## src/include/dtc_pkg.sv

```systemverilog
// Purpose: Shared constants for the trigger and configuration register bank
// Assumes: 16-bit register words, 8-bit register addresses
// Notes:   Code fields are left aligned in bits 11..2 of each code register
package dtc_pkg;
  // Register addresses
  localparam logic [7:0] ADDR_OUT_CODE = 8'h21;
  localparam logic [7:0] ADDR_UPPER    = 8'h25;
  localparam logic [7:0] ADDR_LOWER    = 8'h26;
  localparam logic [7:0] ADDR_ADDR_CFG = 8'hD2;
  localparam logic [7:0] ADDR_TRIGGER  = 8'hD3;
  // Reset values
  localparam logic [15:0] RST_ADDR_CFG = 16'h0000;
  localparam logic [15:0] RST_TRIGGER  = 16'h0008;
  localparam logic [9:0]  RST_CODE     = 10'h000;
  // Code field position and width
  localparam int CODE_LSB = 2;
  localparam int CODE_W   = 10;
  // Address/input configuration fields
  localparam int ADDR_LO_LSB  = 14;
  localparam int PIN_FUNC_LSB = 11;
  // Trigger fields
  localparam int UNLOCK_LSB    = 12;
  localparam int PIN_EN_BIT    = 10;
  localparam int FACTORY_BIT   = 9;
  localparam int WAVE_RUN_BIT  = 8;
  localparam int MARGIN_HI_BIT = 7;
  localparam int MARGIN_LO_BIT = 6;
  localparam int RECALL_BIT    = 5;
  localparam int STORE_WR_BIT  = 4;
  localparam logic [3:0] UNLOCK_KEY   = 4'h5;
  localparam logic [3:0] RESTART_IDLE = 4'h8;
  localparam logic [3:0] RESTART_GO   = 4'hA;
  // Waveform shapes
  typedef enum logic [1:0] {
    DTC_TRIANGLE  = 2'h0,
    DTC_SAW_UP    = 2'h1,
    DTC_SAW_DOWN  = 2'h2,
    DTC_SQUARE    = 2'h3
  } dtc_shape_t;
  // Store access states
  typedef enum logic [1:0] {ST_IDLE, ST_RECALL, ST_WRITE} dtc_store_t;
endpackage

```

## src/include/dtc_wave_if.sv

```systemverilog
// Purpose: Carrier between the register bank and the code engine
// Assumes: Both ends run on core_clk
// Notes:   Load has priority over any stepping in the engine
`timescale 1ns/1ps
`default_nettype none
interface dtc_wave_if #(parameter int CW = 10);
  logic [CW-1:0] upper;      // Upper margin code
  logic [CW-1:0] lower;      // Lower margin code
  logic          runWave;    // Continuous waveform enable
  logic [1:0]    shape;      // Waveform shape select
  logic          marginHi;   // Move toward upper margin
  logic          marginLo;   // Move toward lower margin
  logic [15:0]   stepCycles; // Clock cycles per step, less one
  logic          load;       // Force active code
  logic [CW-1:0] loadValue;  // Value forced on load
  logic [CW-1:0] code;       // Active output code
  logic          hiReached;  // Code equals upper margin
  logic          loReached;  // Code equals lower margin
  modport bank (output upper, lower, runWave, shape, marginHi, marginLo,
                stepCycles, load, loadValue,
                input code, hiReached, loReached);
  modport engine (input upper, lower, runWave, shape, marginHi, marginLo,
                  stepCycles, load, loadValue,
                  output code, hiReached, loReached);
endinterface
`default_nettype wire

```

## src/verilog/dtc_wave_engine.sv

```systemverilog
// Purpose: Active code engine for margin moves and waveform generation
// Assumes: Margin codes satisfy lower <= upper
// Notes:   One code step per step interval; ramps and margin moves go one LSB per step
`timescale 1ns/1ps
`default_nettype none
module dtc_wave_engine
  import dtc_pkg::*;
#(
  parameter int CW = 10
) (
  // Clock and reset
  input  wire logic core_clk,
  input  wire logic reset,
  // Bank side
  dtc_wave_if.engine wv
);
  logic [CW-1:0] code_reg;   // Active code
  logic          dirUp_reg;  // Triangle direction
  logic [15:0]   tick_reg;   // Step interval counter
  logic          tick;       // One step due
  dtc_shape_t    shape;      // Typed shape view

  assign shape        = dtc_shape_t'(wv.shape);
  assign tick         = (tick_reg == 16'h0000);
  assign wv.code      = code_reg;
  assign wv.hiReached = (code_reg == wv.upper);
  assign wv.loReached = (code_reg == wv.lower);

  // Step pacing; a zero interval steps every cycle
  always_ff @(posedge core_clk) begin
    if (reset || tick) begin
      tick_reg <= wv.stepCycles;
    end else begin
      tick_reg <= tick_reg - 16'h0001;
    end
  end

  // Active code update, load wins over stepping
  always_ff @(posedge core_clk) begin
    if (reset) begin
      code_reg  <= RST_CODE;
      dirUp_reg <= 1'b1;
    end else if (wv.load) begin
      code_reg <= wv.loadValue;
    end else if (tick && wv.runWave) begin
      case (shape)
        DTC_TRIANGLE: begin
          if (dirUp_reg && code_reg >= wv.upper) begin
            dirUp_reg <= 1'b0;
          end else if (!dirUp_reg && code_reg <= wv.lower) begin
            dirUp_reg <= 1'b1;
          end else if (dirUp_reg) begin
            code_reg <= code_reg + 1'b1;
          end else begin
            code_reg <= code_reg - 1'b1;
          end
        end
        DTC_SAW_UP: begin
          code_reg <= (code_reg >= wv.upper) ? wv.lower : code_reg + 1'b1;
        end
        DTC_SAW_DOWN: begin
          code_reg <= (code_reg <= wv.lower) ? wv.upper : code_reg - 1'b1;
        end
        DTC_SQUARE: begin
          code_reg <= (code_reg == wv.upper) ? wv.lower : wv.upper;
        end
        default: begin
          code_reg <= code_reg;
        end
      endcase
    end else if (tick && wv.marginHi && code_reg != wv.upper) begin
      // Margin high walks toward the upper code
      code_reg <= (code_reg < wv.upper) ? code_reg + 1'b1
                                        : code_reg - 1'b1;
    end else if (tick && wv.marginLo && code_reg != wv.lower) begin
      // Margin low walks toward the lower code
      code_reg <= (code_reg < wv.lower) ? code_reg + 1'b1
                                        : code_reg - 1'b1;
    end
  end
endmodule
`default_nettype wire

```

## src/verilog/dtc_regs.sv

```systemverilog
// Purpose: Trigger and configuration register bank of a voltage DAC
// Assumes: The bus target front end delivers decoded register accesses
//          on core_clk; store macro answers with a one-cycle done pulse
// Notes:   Write-only registers read back as zero
`timescale 1ns/1ps
`default_nettype none
module dtc_regs
  import dtc_pkg::*;
#(
  parameter int RES_BITS = 10  // 10 or 8 bit code resolution
) (
  // Clock and reset
  input  wire logic        core_clk,
  input  wire logic        reset,
  // Register access from bus front end
  input  wire logic        wrEn,
  input  wire logic [7:0]  wrAddr,
  input  wire logic [15:0] wrData,
  input  wire logic        rdEn,
  input  wire logic [7:0]  rdAddr,
  output logic      [15:0] rdData,
  // Settings held by the general configuration logic
  input  wire logic        deviceLock,
  input  wire logic [1:0]  waveShape,
  input  wire logic [15:0] stepCycles,
  // Input pin
  input  wire logic        inputPin,
  output logic      [2:0]  pinFunction,
  output logic             pinEvent,
  // Target address and restore strobe
  output logic      [1:0]  targetAddrLow,
  output logic             factoryRestore,
  // Nonvolatile store macro
  output logic             storeReq,
  output logic             storeWrite,
  output logic      [29:0] storeWrData,
  input  wire logic [29:0] storeRdData,
  input  wire logic        storeDone,
  output logic             storeBusy,
  // Active code
  output logic      [9:0]  activeCode
);
  // Code bits kept at this resolution; dropped low bits are zero
  localparam logic [9:0] RES_MASK = 10'h3FF << (CODE_W - RES_BITS);

  // Carrier between the bank and the code engine
  dtc_wave_if #(.CW(CODE_W)) wv ();

  // Register state
  logic [15:0] addrCfg_reg;    // Address/input configuration
  logic        pinEn_reg;      // Input pin enable
  logic        waveRun_reg;    // Continuous waveform run
  logic        marginHi_reg;   // Margin high in progress
  logic        marginLo_reg;   // Margin low in progress
  logic        unlocked_reg;   // Lock bypassed by key
  logic        lockSeen_reg;   // Lock level one cycle ago
  logic [9:0]  outCode_reg;    // Last written output code
  logic [9:0]  upper_reg;      // Upper margin code
  logic [9:0]  lower_reg;      // Lower margin code
  dtc_store_t  store_reg;      // Store access state
  logic        pinMeta_reg;    // Pin synchroniser first stage
  logic        pinSync_reg;    // Pin synchroniser second stage
  logic        pinLast_reg;    // Pin level one cycle ago
  logic        factory_reg;    // Restore strobe
  logic [15:0] rdData_reg;     // Read data
  // Decoded write and command strobes
  logic        locked;         // Writes refused
  logic        wrOk;           // Accepted write
  logic        trigWr;         // Accepted trigger write
  logic        keyWr;          // Unlock key written
  logic        factoryGo;      // Factory restore requested
  logic        restartGo;      // Soft restart requested
  logic        defaults;       // Return registers to defaults
  logic        recallGo;       // Start recall
  logic        writeGo;        // Start store write
  logic        recallDone;     // Recall finished
  logic [9:0]  wrCode;         // Masked code field of write

  // Write qualification
  assign keyWr   = wrEn && wrAddr == ADDR_TRIGGER
                   && wrData[UNLOCK_LSB +: 4] == UNLOCK_KEY;
  assign locked  = deviceLock && !unlocked_reg;
  assign wrOk    = wrEn && !locked;
  assign trigWr  = wrOk && wrAddr == ADDR_TRIGGER;
  assign wrCode  = wrData[CODE_LSB +: CODE_W] & RES_MASK;
  assign factoryGo = trigWr && wrData[FACTORY_BIT];
  assign restartGo = trigWr && wrData[3:0] == RESTART_GO;
  assign defaults  = factoryGo || restartGo;
  // A restart recalls only from idle; recall and store-write commands are dropped while the store is busy
  assign recallGo  = store_reg == ST_IDLE && !factoryGo
                     && (restartGo || (trigWr && wrData[RECALL_BIT]));
  assign writeGo   = store_reg == ST_IDLE && !defaults
                     && trigWr && wrData[STORE_WR_BIT]
                     && !wrData[RECALL_BIT];
  assign recallDone = store_reg == ST_RECALL && storeDone;

  // Lock bypass: set by the key, dropped when the lock is raised again
  always_ff @(posedge core_clk) begin
    if (reset) begin
      unlocked_reg <= 1'b0;
      lockSeen_reg <= 1'b0;
    end else begin
      lockSeen_reg <= deviceLock;
      // The key wins over a clear in the same cycle
      if (keyWr) begin
        unlocked_reg <= 1'b1;
      end else if (defaults || (deviceLock && !lockSeen_reg)) begin
        unlocked_reg <= 1'b0;
      end
    end
  end

  // Address/input configuration; reserved bits kept as written
  // Restart and factory restore clear it just like reset
  always_ff @(posedge core_clk) begin
    if (reset || defaults) begin
      addrCfg_reg <= RST_ADDR_CFG;
    end else if (wrOk && wrAddr == ADDR_ADDR_CFG) begin
      addrCfg_reg <= wrData;
    end
  end

  // Trigger control bits
  // Command bits act as strobes and are never stored here
  always_ff @(posedge core_clk) begin
    if (reset || defaults) begin
      pinEn_reg   <= RST_TRIGGER[PIN_EN_BIT];
      waveRun_reg <= RST_TRIGGER[WAVE_RUN_BIT];
    end else if (trigWr) begin
      pinEn_reg   <= wrData[PIN_EN_BIT];
      waveRun_reg <= wrData[WAVE_RUN_BIT];
    end
  end

  // Margin commands; a new command wins over arrival in the same cycle
  always_ff @(posedge core_clk) begin
    if (reset || defaults) begin
      marginHi_reg <= RST_TRIGGER[MARGIN_HI_BIT];
      marginLo_reg <= RST_TRIGGER[MARGIN_LO_BIT];
    end else if (trigWr) begin
      marginHi_reg <= wrData[MARGIN_HI_BIT];
      marginLo_reg <= wrData[MARGIN_LO_BIT];
    end else begin
      // Hardware drops a command once the code has arrived
      if (wv.hiReached) begin
        marginHi_reg <= 1'b0;
      end
      if (wv.loReached) begin
        marginLo_reg <= 1'b0;
      end
    end
  end

  // Code registers; recall results land here too
  // Factory restore zeroes them; a restart from idle reloads them by recall
  always_ff @(posedge core_clk) begin
    if (reset || factoryGo) begin
      outCode_reg <= RST_CODE;
      upper_reg   <= RST_CODE;
      lower_reg   <= RST_CODE;
    end else if (recallDone) begin
      outCode_reg <= storeRdData[9:0] & RES_MASK;
      upper_reg   <= storeRdData[19:10] & RES_MASK;
      lower_reg   <= storeRdData[29:20] & RES_MASK;
    end else if (wrOk) begin
      // Only the addressed code register changes
      if (wrAddr == ADDR_OUT_CODE) begin
        outCode_reg <= wrCode;
      end
      if (wrAddr == ADDR_UPPER) begin
        upper_reg <= wrCode;
      end
      if (wrAddr == ADDR_LOWER) begin
        lower_reg <= wrCode;
      end
    end
  end

  // Store sequencer; request held until the macro answers
  // One operation at a time; commands meanwhile are dropped
  always_ff @(posedge core_clk) begin
    if (reset) begin
      store_reg <= ST_IDLE;
    end else begin
      case (store_reg)
        ST_IDLE: begin
          if (recallGo) begin
            store_reg <= ST_RECALL;
          end else if (writeGo) begin
            store_reg <= ST_WRITE;
          end
        end
        ST_RECALL, ST_WRITE: begin
          // Done closes the operation; recalled codes land now
          if (storeDone) begin
            store_reg <= ST_IDLE;
          end
        end
        default: begin
          store_reg <= ST_IDLE;
        end
      endcase
    end
  end

  // Busy mirrors the request, so the host sees the whole operation
  assign storeReq    = store_reg != ST_IDLE;
  assign storeWrite  = store_reg == ST_WRITE;
  assign storeBusy   = store_reg != ST_IDLE;
  assign storeWrData = {lower_reg, upper_reg, outCode_reg};

  // Input pin: two stages before any logic looks at it
  // A third stage only remembers the level for edge detection
  always_ff @(posedge core_clk) begin
    if (reset) begin
      pinMeta_reg <= 1'b0;
      pinSync_reg <= 1'b0;
      pinLast_reg <= 1'b0;
    end else begin
      pinMeta_reg <= inputPin;
      pinSync_reg <= pinMeta_reg;
      pinLast_reg <= pinSync_reg;
    end
  end

  // Pin edge only acts while enabled
  assign pinEvent    = pinEn_reg && pinSync_reg && !pinLast_reg;
  assign pinFunction = addrCfg_reg[PIN_FUNC_LSB +: 3];
  assign targetAddrLow = addrCfg_reg[ADDR_LO_LSB +: 2];

  // Restore strobe for the general configuration logic
  // Registered, so the pulse is clean one cycle after the write
  always_ff @(posedge core_clk) begin
    if (reset) begin
      factory_reg <= 1'b0;
    end else begin
      factory_reg <= factoryGo;
    end
  end
  assign factoryRestore = factory_reg;

  // Read port; write-only and unmapped addresses return zero
  always_ff @(posedge core_clk) begin
    if (reset) begin
      rdData_reg <= 16'h0000;
    end else if (rdEn) begin
      case (rdAddr)
        ADDR_ADDR_CFG: begin
          rdData_reg <= addrCfg_reg;
        end
        // Write-only trigger fields read back as zero
        ADDR_TRIGGER: begin
          rdData_reg <= {5'h00, pinEn_reg, 2'h0, marginHi_reg,
                         marginLo_reg, 6'h00};
        end
        default: begin
          rdData_reg <= 16'h0000;
        end
      endcase
    end
  end
  assign rdData = rdData_reg;

  // Engine connections; waveform and margin share the engine
  // The engine gives waveform mode priority over margin moves
  assign wv.upper      = upper_reg;
  assign wv.lower      = lower_reg;
  assign wv.runWave    = waveRun_reg;
  assign wv.shape      = waveShape;
  assign wv.marginHi   = marginHi_reg;
  assign wv.marginLo   = marginLo_reg;
  assign wv.stepCycles = stepCycles;
  // Direct write or recall forces the active code at once
  assign wv.load       = recallDone || factoryGo
                         || (wrOk && wrAddr == ADDR_OUT_CODE);
  assign wv.loadValue  = recallDone ? (storeRdData[9:0] & RES_MASK)
                         : (factoryGo ? RST_CODE : wrCode);
  assign activeCode    = wv.code;

  // Code engine
  dtc_wave_engine #(.CW(CODE_W)) u_engine (
    .core_clk (core_clk),
    .reset    (reset),
    .wv       (wv.engine)
  );
endmodule
`default_nettype wire

```

## config.mk

```make
export PLATFORM = sky130hd
export DESIGN_NAME = dtc_regs
export DESIGN_NICKNAME = d
export VERILOG_FILES = /design/src/include/dtc_pkg.sv /design/src/include/dtc_wave_if.sv /design/src/verilog/dtc_wave_engine.sv /design/src/verilog/dtc_regs.sv
export SDC_FILE = /design/constraint.sdc
export NUM_CORES = 1
export LEC_CHECK = 0
export BUFFER_PORTS_ARGS = -buffer_cell sky130_fd_sc_hd__buf_4
export CORE_AREA = 2 2 186 143
export DETAILED_ROUTE_END_ITERATION = 7
export DIE_AREA = 0 0 188 145
export PLACE_DENSITY = 0.5
export SYNTH_ARGS = -nofsm -noshare
export SYNTH_HDL_FRONTEND = slang
export SYNTH_SLANG_ARGS = --single-unit
```

## constraint.sdc

```tcl
create_clock -name core_clk -period 3.4 [get_ports core_clk]
set_input_delay 0.34 -clock core_clk [delete_from_list [all_inputs] [get_ports core_clk]]
set_output_delay 0.34 -clock core_clk [all_outputs]
set_load 0.02 [all_outputs]
```

# Word-level counts from Yosys, hierarchy flattened
# Index checks and enable logic that the tools add are counted.
# op_classes
eq_ne	22
n_bitwise	1
n_mux	38
reduce_logical	63
n_addsub	3
magnitude_cmp	4
# op_table
op	n
10-bit 2-to-1 mux	23
10-bit case mux with 4 select lines	1
8-bit == test, second input constant	4
16-bit case mux with 2 select lines	1
1-bit logical AND	27
8-bit by 6-bit == test with 1-bit output, second input constant	3
10-bit == test	2
10-bit less-than comparator	2
10-bit != test	2
2-bit nonzero test	9
16-bit zero test	1
16-bit 2-to-1 mux	1
16-bit by 1-bit subtractor with 16-bit output, second input constant	1
10-bit by 1-bit adder with 10-bit output, second input constant	1
10-bit greater-or-equal comparator	1
10-bit <= comparator	1
10-bit by 1-bit subtractor with 10-bit output, second input constant	1
1-bit zero test	8
1-bit logical OR	8
1-bit 2-to-1 mux	8
4-bit by 3-bit != test with 1-bit output, second input constant	2
2-bit AND reduction	4
2-bit == test, second input constant	3
2-bit 2-to-1 mux	3
12 further kinds	14
# totals
regBits	101
word_cells	150
out_inout_bits	66

# Longest topological paths before layout
# depth
ltp_word	15
ltp_mapped	12
mapped_depth_nobuf	10

# By module
# From an unflattened synthesis, not the netlist that was laid out.
# unflattened
cells_unflattened	814
hier_area_um2	6528.8
# by_module_without_submodules
module	seq_area_each_um2	cells_per_inst	area_each_um2	instances
dtc_regs	1481.4	378	3306.9	1
dtc_wave_engine	540.5	436	3221.8	1

# Worst setup path before layout
# Ideal clock, no wire load.
# synth_timing
kind	reg2reg
start	register upper_reg[7]
end	register u_engine.code_reg[6], in the netlist u_engine.wv.code[6]
required_time_ns	3.258
stages_incl_launch_ff	11
n_path_buf	1
t_arrival_ns	2.748
slack_ns	0.510
cell_sequence	dfxtp_1 -> inv_1 -> ha_1 -> nand4_1 -> or3_1 -> clkbuf_1 -> nand4_4 -> mux2i_4 -> mux2_1 -> a221oi_1 -> a311oi_1
# synth_between
elab_chain_cells	5
word_cells_on_any_way	16
cone_classes	order compare: 2; eq/ne: 3; mux: 7; reduce/logical: 4
# synth_rtl
item	line_no	source
start, declared	dtc_regs.sv:58	logic [9:0] upper_reg;
start signal, assigned	dtc_regs.sv:163	upper_reg <= storeRdData[19:10] & RES_MASK;
start signal, assigned	dtc_regs.sv:171	upper_reg <= wrCode;
10-bit greater-or-equal comparator, or another cell as far along	dtc_wave_engine.sv:48, dtc_wave_engine.sv:59	
10-bit 2-to-1 mux, or another cell as far along	dtc_wave_engine.sv:59	code_reg <= (code_reg >= wv.upper) ? wv.lower : code_reg + 1'b1;
10-bit case mux with 4 select lines / 10-bit 2-to-1 mux (equally long branches)	dtc_wave_engine.sv:46, dtc_wave_engine.sv:71	
10-bit 2-to-1 mux	dtc_wave_engine.sv:45	end else if (tick && wv.runWave) begin
10-bit 2-to-1 mux	dtc_wave_engine.sv:43	end else if (wv.load) begin
end signal, assigned	dtc_wave_engine.sv:44	code_reg <= wv.loadValue;
end signal, assigned	dtc_wave_engine.sv:59	
end signal, assigned	dtc_wave_engine.sv:62	code_reg <= (code_reg <= wv.lower) ? wv.upper : code_reg - 1'b1;
end, declared	dtc_wave_engine.sv:17	logic [CW-1:0] code_reg;
# Parallel ways exist; a longest one is shown, timed or not.
# A chain may end at the register's enable or synchronous reset.

# Worst setup path in the final report
# layout_timing
start	register upper_reg[3]
end	register u_engine.code_reg[3], in the netlist u_engine.wv.code[3]
# Same word-level chain as after synthesis.

==> results.py <==
metrics = {
    "sta": {
        "fmax_ghz": 0.312,
        "rsz0062_at_grt": "no",
        "setup_viol": 0,
        "slew_violations": 0,
        "setup_slack_ns": 0.193,
        "finClkSkew_ns": 0.0106,
        "period_needed_ns": 3.21,
        "fin_crit_sh": 0.943,
        "slew_headroom": 0.354,
        "hold_violations": 0,
        "finalSetupTns_ns": 0,
        "tightest_slew_ns": 0.967,
    },
    "worst_hold_path": {
        "hold_depth": 3,
        "min_path_type": "primary input to flip-flop",
    },
    "floorplanning": {
        "core_area_sq_um": 25500,
        "die_h_um": 145,
        "io_pins": 153,
        "die_area_sq_um": 27300,
        "initial_core_util": 0.246,
        "num_rows": 51,
        "die_x_um": 188,
    },
    "grt": {
        "grt-ovfl-total": 0,
        "grt_usage": 0.181,
        "grt_pass1_vias": 6012,
        "grt_pass1_wl_um": 37500,
        "grt_max_degree": 43,
        "antenna_found_initial": 0,
    },
    "yosys": {
        "synth_cells": 778,
        "synth_cell_types": 66,
        "syn-cell-area_sq_um": 6260,
        "syn_area_per_cell_sq_um": 8.05,
        "async_reset_ff_frac": 0,
        "synth-edff-count": 0,
        "ys_seq_elements": 101,
        "yosysWarnings": 0,
        "ys.flop_type": "dfxtp_1",
        "seq_area_frac_synth": 0.323,
        "synth_fp_nets": 891,
    },
    "clock_network": {
        "clock_latency_ns": 0.36,
        "clk_pin_slew_ns": 0.08,
        "tritoncts": "built",
        "htree_levels": 3,
        "clock-sinks": 101,
        "cts_max_path_buffers": 2,
        "ctsRootBufferMaster": "clkbuf_16",
        "cts_hold_buf": 0,
        "cts_buffers": 9,
    },
    "power": {
        "ir_drop_mv": 0.227,
        "total_power_mw": 2.59,
        "p_leak_nw": 3.77,
        "p_per_area_nw_per_um2": 313,
    },
    "drt": {
        "vias": 6275,
        "drt-vias-per-instance": 4.89,
        "dr.first_iter.drc_count": 508,
        "firstDrtPassIters": 7,
        "antenna_left": 0,
        "drt_wl_total_um": 24800,
        "routedWlPerCell_um": 19.4,
        "route.detailed.drc": 0,
    },
    "setup_path": {
        "cp-start-kind": "flip-flop",
        "crit_path_max_fanout": 10,
        "endpoint_kind": "flip-flop",
        "crit_arrival_ns": 3.49,
        "path_class": "flip-flop to flip-flop",
        "cp.required_ns": 3.68,
        "r2r_cells": 11,
    },
    "placement": {
        "pre_cts_ws_ns": 0.0964,
        "place_congestion": 0.929,
        "hpwl_um": 19200,
        "placed_cells": 1265,
        "io_buffers": 152,
    },
    "run": {
        "maxCapViolations": 0,
    },
    "final_layout": {
        "instances_no_fill": 1282,
        "diodes": 0,
        "area_growth_pct": 32.1,
        "finalNetCount": 1047,
        "drive_gt1_frac": 0.245,
    },
    "run_status": {
        "status": "finished, final reports clean",
    },
}
## through the flow
step / util / cell area (sq um) / hold slack [ns]
final: 0.325 / 8270 / 0.188
after detailed placement: 0.312 / 7950 / 0.426
after global routing: 0.325 / 8270 / 0.194
after global placement: 0.312 / 7950 / 0.423
after CTS: 0.323 / 8240 / 0.172
after floorplan: - / 6260 / 0.414
## metal layers
layer | vias up | routed length (um) | part of all wire | track usage
met3 | 15 | 1740 | 0.070 | 0.0404
met4 | 0 | 227 | 0.0091 | 0.0331
met5 | - | 0 | 0 | 0
li1 | 3091 | - | - | -
met2 | 215 | 10000 | 0.40 | 0.254
met1 | 2954 | 12900 | 0.52 | 0.278
## final cells by class
type	instances	area (sq um)
clock inverters	5	60.1
flip-flops and latches	101	2020
inverters	31	116
clock buffers	10	229
fillers	2748	17200
well taps	344	430
repair buffers	196	1500
multi-input cells	595	3910
## report_power, final
group / total [mW] / leakage, nW / switching, mW / internal, mW
sequential: 1.23 / 0.820 / 0.0230 / 1.21
clock: 1.07 / 0.139 / 0.500 / 0.571
combinational: 0.290 / 2.81 / 0.157 / 0.133
total: 2.59 / 3.77 / 0.680 / 1.91
## path summary, 6_finish.rpt
path | from | endpoint | slack [ns]
setup / recovery | upper_reg[3] | u_engine.wv.code[3] | 0.19
hold / removal | stepCycles[0] | u_engine.tick_reg[0] | 0.19
setup reg to reg | upper_reg[3] | u_engine.wv.code[3] | 0.19
hold reg to reg | pinMeta_reg | pinSync_reg | 0.44
## kinds of logic after synthesis
family / share of synthesized area
fa+ha+maj: 0.0520
buf+inv: 0.0532
compound gates: 0.182
simple gates: 0.229
mux: 0.109
xor+xnor: 0.0518
flops: 0.323
## timing repair
action / in CTS / in global routing
setup buffers: 0 / 2
endpoints found under the hold margin: 0 / 0
setup endpoints to repair: 0 / 6
gates resized for setup: 0 / 1
## cells in the final DEF, fill, tap and decap left out, types with 11 or more instances in the layout
| master | Yosys | layout |
|---|---|---|
| ha_1 | 26 | 26 |
| xor2_1 | 14 | 14 |
| nand2_1 | 58 | 57 |
| inv_1 | 30 | 30 |
| o21ai_0 | 23 | 23 |
| nand3_1 | 20 | 20 |
| and3_1 | 16 | 16 |
| dfxtp_1 | 101 | 101 |
| nor2b_1 | 22 | 22 |
| a21oi_1 | 56 | 56 |
| nor3_1 | 16 | 16 |
| nor2_1 | 112 | 112 |
| xnor2_1 | 23 | 23 |
| o211ai_1 | 11 | 11 |
| buf_4 | 6 | 194 |
| a211oi_1 | 32 | 31 |
| mux2i_1 | 60 | 60 |
## worst max-delay path: stages, from the launching register on
cell and delay, ns:
dfxtp_1 0.53, inv_1 0.08, ha_1 0.31, nand4_1 0.18, or3_1 0.50, buf_4 0.21
a221oi_1 0.42, o211ai_1 0.16, o31a_1 0.23, buf_4 0.22, a21bo_1 0.17, a21oi_1 0.13
## synthesized netlist by cell type, types with 2 or more instances
master / instances / area share
inv_1: 30 / 0.018
or2_2: 4 / 0.0040
a311oi_1: 7 / 0.0098
o211ai_1: 11 / 0.013
nand4_1: 9 / 0.0090
nand4b_1: 3 / 0.0042
dfxtp_1: 101 / 0.32
o211a_1: 2 / 0.0032
nor4_1: 4 / 0.0040
a41oi_1: 2 / 0.0028
or3_1: 5 / 0.0050
nand2b_1: 9 / 0.0090
a2bb2oi_1: 2 / 0.0028
o21ai_0: 23 / 0.018
mux2i_1: 60 / 0.096
clkbuf_1: 42 / 0.025
o21bai_1: 2 / 0.0024
and3_1: 16 / 0.016
o22ai_1: 5 / 0.0050
o2111ai_1: 2 / 0.0028
a21oi_1: 56 / 0.045
nand2_1: 58 / 0.035
nor2_1: 112 / 0.067
buf_2: 2 / 0.0016
a221oi_1: 7 / 0.0098
a31oi_1: 5 / 0.0050
nor3_1: 16 / 0.013
xor2_1: 14 / 0.020
nand3_1: 20 / 0.016
xnor2_1: 23 / 0.032
nor2b_1: 22 / 0.022
a211oi_1: 32 / 0.038
ha_1: 26 / 0.052
o31ai_1: 5 / 0.0060
buf_4: 6 / 0.0072
mux2_2: 4 / 0.0072
a2111oi_0: 2 / 0.0028
Power figures use the tool's default switching activity.
